[config.mk]
export PLATFORM = sky130hd
export DESIGN_NAME = spi_eeprom_slave
export DESIGN_NICKNAME = d
export VERILOG_FILES = /design/src/core/spi_eeprom_pkg.sv /design/src/core/spi_eeprom_slave.sv /design/src/core/write_fifo.sv
export SDC_FILE = /design/constraint.sdc
export NUM_CORES = 1
export LEC_CHECK = 0
export BUFFER_PORTS_ARGS = -buffer_cell sky130_fd_sc_hd__buf_2
export CAP_MARGIN = 10
export CORE_ASPECT_RATIO = 2
export CORE_MARGIN = 3
export CORE_UTILIZATION = 56
export CTS_CLUSTER_DIAMETER = 80
export DETAILED_ROUTE_END_ITERATION = 10
export PLACE_DENSITY = 0.84
export SLEW_MARGIN = 20
export SYNTH_ARGS = -nofsm -noshare
export SYNTH_HDL_FRONTEND = slang
export SYNTH_HIERARCHICAL = 1
export SYNTH_SLANG_ARGS = --single-unit
[constraint.sdc]
create_clock -name mclk -period 3 [get_ports mclk]
set_input_delay 0.15 -clock mclk [delete_from_list [all_inputs] [get_ports mclk]]
set_output_delay 0.15 -clock mclk [all_outputs]
set_load 0.02 [all_outputs]
[src/core/spi_eeprom_pkg.sv]
// Constants, codes and types shared by the serial memory command slave
package spi_eeprom_pkg;

   // Instruction codes
   localparam logic [7:0] SET_WRITE_LATCH_CMD = 8'h06;
   localparam logic [7:0] CLEAR_WRITE_LATCH_CMD = 8'h04;
   localparam logic [7:0] STATUS_READ_CMD = 8'h05;
   localparam logic [7:0] STATUS_PROGRAM_CMD = 8'h01;
   localparam logic [7:0] ARRAY_READ_CMD = 8'h03;
   localparam logic [7:0] ARRAY_WRITE_CMD = 8'h02;
   localparam logic [7:0] OPCODE_MASK = 8'hF7;
   localparam int ADDR_MSB_POS = 3;

   // Geometry
   localparam int ADDR_W = 9;
   localparam int DATA_W = 8;
   localparam int WORD_W = ADDR_W + DATA_W;
   localparam int FIFO_DEPTH = 8;

   // Status layout
   localparam int BUSY_POS = 0;
   localparam int WRITE_LATCH_POS = 1;
   localparam int PROTECT_LEVEL_BIT_LO = 2;
   localparam int PROTECT_LEVEL_BIT_HI = 3;
   localparam logic [7:0] STATUS_BUSY_VALUE = 8'hFF;
   localparam logic [3:0] STATUS_UNUSED_VALUE = 4'h0;
   localparam logic [1:0] PROTECT_RESET = 2'h0;

   // Self-timed programming cycle
   localparam int PROG_TIME_US = 15000;
   localparam int CLK_MHZ = 200;
   localparam int PROG_CYCLES = PROG_TIME_US * CLK_MHZ;

   // Serial sequence phases, Gray coded along the usual path
   typedef enum logic [2:0] {
      PH_IDLE = 3'b000,
      PH_OPCODE = 3'b001,
      PH_ADDR = 3'b011,
      PH_READ = 3'b010,
      PH_WRITE = 3'b110,
      PH_STATUS = 3'b111,
      PH_SPROG = 3'b101,
      PH_IGNORE = 3'b100
   } phase_e;

endpackage : spi_eeprom_pkg

[src/core/spi_eeprom_slave.sv]
// Serial command slave of a 512-byte nonvolatile memory
`timescale 1ns/1ps
module spi_eeprom_slave #(
   parameter int PROG_COUNT = spi_eeprom_pkg::PROG_CYCLES,
   parameter int DEPTH = spi_eeprom_pkg::FIFO_DEPTH
) (
   input wire logic mclk,
   input wire logic nrst,
   input wire logic cs_n,
   input wire logic sck,
   input wire logic si,
   input wire logic hold_n,
   output logic so,
   output logic so_oe,
   output logic [spi_eeprom_pkg::ADDR_W-1:0] mem_rd_addr,
   input wire logic [spi_eeprom_pkg::DATA_W-1:0] mem_rd_data,
   output logic mem_wr_valid,
   input wire logic mem_wr_ready,
   output logic [spi_eeprom_pkg::ADDR_W-1:0] mem_wr_addr,
   output logic [spi_eeprom_pkg::DATA_W-1:0] mem_wr_data,
   output logic [1:0] protect_level,
   output logic busy
);
   import spi_eeprom_pkg::*;

   // How the block works, in brief
   //
   // Every pin is sampled on mclk. The serial clock is never driven here;
   // its edges are found by comparing each sample with the one before.
   // Because of that the serial clock must stay high and low for at least
   // one mclk period, or an edge can slip between two samples unseen.
   //
   // A frame starts when select falls. The first eight rising edges build
   // the instruction byte. Its decode picks one of these paths:
   //   - Latch set or clear: acts at the end of the byte, rest ignored.
   //   - Status read: the status byte goes out again and again.
   //   - Status program: one data byte, applied when select rises.
   //   - Array read: low address byte, then data with a running address.
   //   - Array write: low address byte, then data bytes into the queue.
   //   - Anything else: the rest of the frame is ignored.
   //
   // Data leave on the falling edge seen after a byte boundary. The first
   // bit of each byte is loaded from the array port or the status value,
   // the next seven come from a shift register.
   //
   // Written bytes do not reach the array directly. They pass through a
   // small queue, so a slow array port never stalls the serial side. The
   // price is that a full queue drops bytes; the master sees this only as
   // a longer busy time or missing data, never as an error on the link.
   //
   // The programming cycle is a plain down counter that starts when select
   // rises after a frame that queued data or a new protection level. Busy
   // stays up until the counter ends and the queue has drained, so the
   // master never starts a new write into a queue still in use.
   //
   // Hold freezes the edge finder only. Every sequence register keeps its value, so
   // the sequence picks up at the same bit when hold is released. The pin
   // is released during hold so that another device may use the line.
   //
   // Limitations a user must know:
   //   - The protection level is kept in flip-flops and reset to zero.
   //   - A partial byte at the end of a frame is thrown away.
   //   - The array port must answer a read address before the next fall.

   localparam int CW = $clog2(PROG_COUNT + 1);

   // Whole state of the command slave
   typedef struct packed {
      phase_e phase;             // Serial sequence position
      logic sck_q;               // Previous clock sample for edge finding
      logic cs_q;                // Previous select sample
      logic [2:0] bit_cnt;       // Bits of the current byte taken
      logic [7:0] shin;          // Incoming byte
      logic [7:0] shout;         // Outgoing bits still to send
      logic load_pend;           // Next falling edge starts a new byte
      logic drive;               // Output has begun in this frame
      logic is_write;            // Address phase belongs to a write
      logic [ADDR_W-1:0] addr;   // Working array address
      logic wel;                 // Write-enable latch
      logic [1:0] prot;          // Protection level in force
      logic [1:0] prot_new;      // Level waiting for its programming cycle
      logic prog_pend;           // Data bytes queued, cycle starts on deselect
      logic sprog_pend;          // Status byte taken, cycle starts on deselect
      logic [CW-1:0] prog_cnt;   // Remaining programming time
      logic so;
      logic so_oe;
      logic [ADDR_W-1:0] rd_addr;
      logic push;                // One-cycle enqueue toward the array
      logic [WORD_W-1:0] push_word;
      logic busy;
   } slave_s;

   slave_s s;
   slave_s n;

   logic fifo_ready;
   logic fifo_empty;
   logic rise;
   logic fall;
   logic cs_rise;
   logic cs_fall;
   logic busy_now;
   logic [7:0] byte_in;
   logic [7:0] out_byte;

   // Protected range check for each level
   // Only the top two address bits matter, since every range starts on a
   // quarter or a half boundary and runs up to the last byte.
   function automatic logic is_protected(input logic [1:0] level,
                                         input logic [ADDR_W-1:0] a);
      case (level)
         2'd0: is_protected = 1'b0;
         2'd1: is_protected = (a[8:7] == 2'b11);   // 180-1FF
         2'd2: is_protected = a[8];                // 100-1FF
         default: is_protected = 1'b1;             // Whole array
      endcase
   endfunction : is_protected

   // Status byte as seen by the master
   function automatic logic [7:0] status_value(input logic bsy, input logic latch,
                                               input logic [1:0] level);
      if (bsy) begin
         status_value = STATUS_BUSY_VALUE;
      end else begin
         status_value = {STATUS_UNUSED_VALUE, level, latch, 1'b0};
      end
   endfunction : status_value

   // Sequencer, latch, protection and programming timer
   // One process holds every decision, so that the order of priority is
   // plain to read: deselect first, then the start of a frame, then a
   // rising edge, and a falling edge last. A rising and a falling edge
   // can never be seen in one cycle, so that order loses nothing.
   // The timer runs outside that chain: it must count down whether or not
   // the master is talking, otherwise a long frame would stretch the cycle.
   always_comb begin
      n = s;
      n.push = 1'b0;
      n.sck_q = sck;
      n.cs_q = cs_n;
      byte_in = {s.shin[6:0], si};
      out_byte = 8'h00;
      // Clock is only ever sampled; edges count only when selected and not held
      rise = sck && !s.sck_q && !cs_n && hold_n;
      fall = !sck && s.sck_q && !cs_n && hold_n;
      cs_rise = cs_n && !s.cs_q;
      cs_fall = !cs_n && s.cs_q;
      busy_now = (s.prog_cnt != '0) || !fifo_empty;

      // Timer runs down; latch drops when the cycle ends
      if (s.prog_cnt != '0) begin
         n.prog_cnt = s.prog_cnt - 1'b1;
         if (s.prog_cnt == CW'(1)) begin
            n.wel = 1'b0;
         end
      end

      if (cs_n) begin
         // Deselected: nothing is taken and the pin is released
         n.phase = PH_IDLE;
         n.drive = 1'b0;
         n.load_pend = 1'b0;
         if (cs_rise && (s.prog_pend || s.sprog_pend)) begin
            n.prog_cnt = CW'(PROG_COUNT);
            if (s.sprog_pend) begin
               n.prot = s.prot_new;
            end
            n.prog_pend = 1'b0;
            n.sprog_pend = 1'b0;
         end
      end else if (cs_fall) begin
         // Fresh frame always starts with an opcode
         n.phase = PH_OPCODE;
         n.bit_cnt = 3'd0;
         n.drive = 1'b0;
         n.load_pend = 1'b0;
      end else if (rise && (s.phase != PH_IGNORE)) begin
         n.shin = byte_in;
         n.bit_cnt = s.bit_cnt + 3'd1;
         if (s.bit_cnt == 3'd7) begin
            case (s.phase)
               PH_OPCODE: begin
                  if (busy_now && (byte_in != STATUS_READ_CMD)) begin
                     n.phase = PH_IGNORE;
                  end else if (byte_in == SET_WRITE_LATCH_CMD) begin
                     n.wel = 1'b1;
                     n.phase = PH_IGNORE;
                  end else if (byte_in == CLEAR_WRITE_LATCH_CMD) begin
                     n.wel = 1'b0;
                     n.phase = PH_IGNORE;
                  end else if (byte_in == STATUS_READ_CMD) begin
                     n.phase = PH_STATUS;
                     n.load_pend = 1'b1;
                  end else if (byte_in == STATUS_PROGRAM_CMD) begin
                     // Without the latch the instruction is dropped
                     n.phase = s.wel ? PH_SPROG : PH_IGNORE;
                  end else if ((byte_in & OPCODE_MASK) == ARRAY_READ_CMD) begin
                     n.addr[ADDR_W-1] = byte_in[ADDR_MSB_POS];
                     n.is_write = 1'b0;
                     n.phase = PH_ADDR;
                  end else if ((byte_in & OPCODE_MASK) == ARRAY_WRITE_CMD) begin
                     n.addr[ADDR_W-1] = byte_in[ADDR_MSB_POS];
                     n.is_write = 1'b1;
                     n.phase = s.wel ? PH_ADDR : PH_IGNORE;
                  end else begin
                     n.phase = PH_IGNORE;
                  end
               end
               PH_ADDR: begin
                  n.addr[7:0] = byte_in;
                  if (s.is_write) begin
                     n.phase = PH_WRITE;
                  end else begin
                     // Input is don't care from here; data goes out
                     n.phase = PH_READ;
                     n.rd_addr = {s.addr[ADDR_W-1], byte_in};
                     n.load_pend = 1'b1;
                  end
               end
               PH_WRITE: begin
                  // Protected bytes are dropped, so no cycle starts for them
                  if (!is_protected(s.prot, s.addr) && fifo_ready) begin
                     n.push = 1'b1;
                     n.push_word = {s.addr, byte_in};
                     n.prog_pend = 1'b1;
                  end
                  // Only the two low bits move: extra bytes roll over the page
                  n.addr[1:0] = s.addr[1:0] + 2'd1;
               end
               PH_SPROG: begin
                  n.prot_new = byte_in[PROTECT_LEVEL_BIT_HI:PROTECT_LEVEL_BIT_LO];
                  n.sprog_pend = 1'b1;
                  n.phase = PH_IGNORE;
               end
               PH_READ: begin
                  // Nine-bit add wraps 1FF to 000 on its own
                  n.addr = s.addr + 1'b1;
                  n.rd_addr = s.addr + 1'b1;
                  n.load_pend = 1'b1;
               end
               PH_STATUS: begin
                  n.load_pend = 1'b1;
               end
               default: begin
                  n.phase = PH_IGNORE;
               end
            endcase
         end
      end else if (fall && ((s.phase == PH_READ) || (s.phase == PH_STATUS))) begin
         // Output changes only on the falling edge, MSB first
         if (s.load_pend) begin
            if (s.phase == PH_READ) begin
               out_byte = mem_rd_data;
            end else begin
               out_byte = status_value(busy_now, s.wel, s.prot);
            end
            n.so = out_byte[7];
            n.shout = {out_byte[6:0], 1'b0};
            n.load_pend = 1'b0;
            n.drive = 1'b1;
         end else begin
            n.so = s.shout[7];
            n.shout = {s.shout[6:0], 1'b0};
         end
      end

      // Pin is released while deselected, held, or not sending
      n.so_oe = !cs_n && hold_n && n.drive &&
                ((n.phase == PH_READ) || (n.phase == PH_STATUS));
      n.busy = (n.prog_cnt != '0) || !fifo_empty || n.push;
   end

   // State register
   // Reset clears everything; the previous select sample starts high, so
   // that a select held low through reset is taken as a fall in the first
   // cycle and starts a frame at once. The clock sample starts low, its idle
   // level, which keeps a false falling edge from following reset.
   always_ff @(posedge mclk or negedge nrst) begin
      if (!nrst) begin
         s <= '0;
         s.phase <= PH_IDLE;
         s.sck_q <= 1'b0;
         s.cs_q <= 1'b1;
         s.wel <= 1'b0;
         s.prot <= PROTECT_RESET;
      end else begin
         s <= n;
      end
   end

   // Queue between the serial side and the array write port
   // Each entry is the full nine-bit address and the data byte, so the
   // array port needs no state of its own. The queue is sized so that a
   // page of data and more fit while the array is stalled; a push is only
   // made when the queue shows room, so no byte is lost inside it.
   write_fifo #(
      .WIDTH(WORD_W),
      .DEPTH(DEPTH)
   ) u_fifo (
      .mclk(mclk),
      .nrst(nrst),
      .in_valid(s.push),
      .in_ready(fifo_ready),
      .in_data(s.push_word),
      .out_valid(mem_wr_valid),
      .out_ready(mem_wr_ready),
      .out_data({mem_wr_addr, mem_wr_data}),
      .empty(fifo_empty)
   );

   // Outputs come straight from the state register; nothing is decoded on
   // the way out, so the pins never glitch between clock edges.
   assign so = s.so;
   assign so_oe = s.so_oe;
   assign mem_rd_addr = s.rd_addr;
   assign protect_level = s.prot;
   assign busy = s.busy;

endmodule : spi_eeprom_slave

[src/core/write_fifo.sv]
// Parameterised FIFO with a registered output stage
`timescale 1ns/1ps
module write_fifo #(
   parameter int WIDTH = 17,
   parameter int DEPTH = 8
) (
   input wire logic mclk,
   input wire logic nrst,
   input wire logic in_valid,
   output logic in_ready,
   input wire logic [WIDTH-1:0] in_data,
   output logic out_valid,
   input wire logic out_ready,
   output logic [WIDTH-1:0] out_data,
   output logic empty
);
   localparam int AW = (DEPTH > 1) ? $clog2(DEPTH) : 1;

   // Whole state of the queue
   typedef struct packed {
      logic [DEPTH-1:0][WIDTH-1:0] mem;
      logic [AW-1:0] wr_ptr;
      logic [AW-1:0] rd_ptr;
      logic [AW:0] count;
      logic ov;
      logic [WIDTH-1:0] od;
   } fifo_s;

   fifo_s s;
   fifo_s n;
   logic push;
   logic pop;

   // Output stage: refill when empty or being taken
   always_comb begin
      n = s;
      // The output register holds a word too, so it counts toward the depth
      push = in_valid && ((s.count + (AW + 1)'(s.ov)) != (AW + 1)'(DEPTH));
      pop = (s.count != '0) && (!s.ov || out_ready);
      if (push) begin
         n.mem[s.wr_ptr] = in_data;
         n.wr_ptr = (s.wr_ptr == AW'(DEPTH - 1)) ? '0 : s.wr_ptr + 1'b1;
      end
      if (pop) begin
         n.od = s.mem[s.rd_ptr];
         n.ov = 1'b1;
         n.rd_ptr = (s.rd_ptr == AW'(DEPTH - 1)) ? '0 : s.rd_ptr + 1'b1;
      end else if (out_ready) begin
         n.ov = 1'b0;
      end
      // Count changes only when exactly one side moves
      if (push && !pop) begin
         n.count = s.count + 1'b1;
      end else if (pop && !push) begin
         n.count = s.count - 1'b1;
      end
   end

   // State register
   always_ff @(posedge mclk or negedge nrst) begin
      if (!nrst) begin
         s <= '0;
      end else begin
         s <= n;
      end
   end

   // Full is honest: ready drops at DEPTH words, output stage included
   assign in_ready = ((s.count + (AW + 1)'(s.ov)) != (AW + 1)'(DEPTH));
   assign out_valid = s.ov;
   assign out_data = s.od;
   assign empty = (s.count == '0) && !s.ov;

endmodule : write_fifo

==> results.py <==
metrics = {
    "worst_setup_path": {
        "cpPeakStageDelay_ns": 0.40,
        "rr_startpoint": "u_fifo/out_valid$_DFFE_PN0P_",
        "cp-end-kind": "flop",
        "r2r_cells": 13,
        "crit_fanout": 5,
        "crit_slowest_cell": "dfrtp_2",
        "crit_chain": "ha_2, ha_1, xor2_1, or3_4, o21ai_4, inv_1, ha_4, inv_4, ha_1, a21o_1, a21oi_2, mux2i_1, o31ai_1",
        "rrSetupSlack_ns": 0.1,
        "reg2reg_to": "u_fifo/s[21]$_DFFE_PN0P_",
        "cp.arrival_ns": 3.29,
        "start_kind": "flop",
        "critPathKind": "reg2reg",
        "crit_top_cell": "ha_1",
        "crit_required_ns": 3.39,
    },
    "sta": {
        "max_clock_freq_mhz": 345,
        "slew_headroom_pct": 34.1,
        "drv_slew": 0,
        "finalCriticalPeriod_ns": 2.90,
        "worst_slew_pin_slew_ns": 0.988,
        "finalClockSkew_ns": 0.0395,
        "fin_setup_tns_ns": 0,
        "rsz0062_at_grt": "false",
        "fin_crit_sh_pct": 96.7,
        "setup_viol": 0,
        "finalWorstSetupSlack_ns": 0.0982,
        "hold_viol": 0,
    },
    "synthesis": {
        "ys_seq_area_share_pct": 50.0,
        "synth_common_cells": "dfrtp_1, nand2_1, mux2_2",
        "netlist.area_leader.share_pct": 49.8,
        "async_reset_ff_share_pct": 100,
        "syn_area_mm2": 0.0129,
        "synth_flop_cell": "dfrtp_1",
        "yosys_warnings": 6,
        "ys_seq_elements": 257,
        "syn_area_per_cell_um2": 12.1,
        "yosysUniqueCellTypes": 75,
        "yosysMostFrequentCell": "dfrtp_1",
        "synth.area.top_cells": "dfrtp_1, mux2_4, mux2_2",
        "yosys.area.top_type": "dfrtp_1",
        "synth_edf_count": 0,
        "synth_cells": 1067,
        "synth.net_count": 1098,
    },
    "finish": {
        "area_growth_pct": 11.7,
        "seq_area_mm2": 0.00644,
        "fillCellCount": 1641,
        "multiInputGateArea_mm2": 0.00595,
        "finalNetCount": 1139,
        "final_area_mm2": 0.0144,
        "layout-drive-gt1-share_pct": 29.9,
        "antenna_cells": 0,
    },
    "die": {
        "dieWidth_um": 113,
        "fp.dieH_um": 220,
        "initial_core_util_pct": 57.6,
        "coreArea_mm2": 0.0224,
        "fp.dieArea_mm2": 0.0249,
        "core.rowCount": 77,
        "io_pins": 47,
    },
    "worst_hold_path": {
        "holdCritPathClass": "in2reg",
        "hp-start": "mem_wr_ready",
        "hold_depth": 3,
        "hold_end": "u_fifo/out_valid$_DFFE_PN0P_",
    },
    "power": {
        "powerDensity_mw_per_mm2": 536,
        "leakagePower_nw": 6.86,
        "peakVddDrop_mv": 0.655,
    },
    "grt": {
        "antenna_found_initial": 0,
        "grt_pass1_vias": 9265,
        "grtUsageTotal_pct": 23.9,
        "grt.overflow.total": 0,
        "grt_max_degree": 94,
        "grt_pass1_wl_um": 47900,
    },
    "placement": {
        "postPlaceCellArea_mm2": 0.0133,
        "portBuffers": 46,
        "dp_hpwl_um": 19500,
        "gp_congestion": 0.940,
        "preCtsSetupSlack_ns": -0.00309,
    },
    "detailed_routing": {
        "drt_iter0_markers": 686,
        "vias": 8603,
        "first_pass_iters": 5,
        "drc": 0,
        "wl_um": 29500,
        "postRouteAntennaNets": 0,
        "drt-wirelength-per-cell_um": 21.1,
        "routed_via_density": 6.14,
    },
    "cts": {
        "clockBufferDepth": 3,
        "htreeDepth": 1,
        "clk_latency_ns": 0.54,
        "path_clk_slew_ns": 0.06,
        "cts_sinks": 257,
        "cts_root_buffer": "clkbuf_16",
        "cts_tree": "yes",
        "cts_buffers": 24,
    },
    "status": {
        "status": "finished, final reports clean",
    },
    "run": {
        "maxCapViolations": 0,
    },
}
## cell type report
type	count	area share [%]
Multi-Input combinational cell	720	41.4
Sequential cell	257	44.8
Tap cell	276	2.40
Timing Repair Buffer	91	4.72
Clock inverter	14	1.54
Clock buffer	30	4.75
Inverter	14	0.383
## power by group
group / switching, W / internal (W)
clock: 0.00138 / 0.00206
combinational: 0.000347 / 0.000232
sequential: 0.000139 / 0.00355
total: 0.00186 / 0.00584
## sequential cells by signal, indices dropped and copies added, names as in the netlist
name              cells
busy                  1
u_fifo/out_valid      1
byte_in               7
so                    1
u_fifo/out_data      17
u_fifo/s            146
mem_rd_addr           9
s                    72
protect_level         2
so_oe                 1
## routing by layer
layer	track usage, %	wire length [um]
met5	0	0
met4	13.2	1690
met3	2.52	977
met2	44.2	15900
met1	26.3	10900
## cells in the final DEF (no fill, tap or decap), types with 19 or more instances in the layout
cell type	Yosys	final
buf_4	30	29
buf_2	7	45
a21oi_1	36	35
a22oi_1	37	37
o21ai_0	38	38
mux2_4	80	80
mux2_2	92	92
mux2i_1	72	72
nor3_1	19	19
nand2_1	98	98
clkbuf_16	0	24
nor2_1	54	54
dfrtp_1	256	254
## worst max-delay path: cells and delay by family, from the launching register on
kind            cells  cell delay, ns
xor+xnor            1            0.14
flops               1            0.40
buf+inv             2            0.16
compound gates      4            0.66
mux                 1            0.21
simple gates        1            0.39
fa+ha+maj           4            0.79
## worst max-delay path by stage
stage / startpoint / end / cells past startpoint
3_5_place_dp: u_fifo/out_valid$_DFFE_PN0P_ / u_fifo/s[21]$_DFFE_PN0P_ / 13
3_3_place_gp: u_fifo/out_valid$_DFFE_PN0P_ / u_fifo/s[21]$_DFFE_PN0P_ / 13
5_1_grt: u_fifo/out_valid$_DFFE_PN0P_ / u_fifo/s[21]$_DFFE_PN0P_ / 13
4_1_cts: u_fifo/out_valid$_DFFE_PN0P_ / u_fifo/s[21]$_DFFE_PN0P_ / 13
6_report: u_fifo/out_valid$_DFFE_PN0P_ / u_fifo/s[21]$_DFFE_PN0P_ / 13
2_1_floorplan: u_fifo/out_valid$_DFFE_PN0P_ / u_fifo/s[21]$_DFFE_PN0P_ / 13
## metrics by stage
step	util, %	total power [W]	hold slack [ns]	cells
finish	64.3	0.00770	0.0117	1402
global route	64.3	0.00796	0.0270	1402
CTS	64.2	0.00775	0.00230	1400
detailed placement	59.7	0.00431	0.217	1346
global placement	59.7	0.00429	0.202	1346
floorplan	-	0.00405	-0.146	1067
## what timing repair did
action | 4_1_cts | 5_1_grt
endpoints found under the hold margin | 102 | 0
buffers inserted | 0 | 2
pin swaps | 0 | 3
setup endpoints to repair | 1 | 1
resized for setup | 1 | 2
hold buffers | 10 | 0
## cell families after synthesis
group           after synthesis  synth area share, %
xor+xnor                     24                 1.78
flops                       257                 50.0
buf+inv                      90                 4.11
mux                         244                 23.0
simple gates                264                 10.3
fa+ha+maj                    16                 1.61
compound gates              172                 9.25
Note: power is estimated with default switching activity, not from simulation.
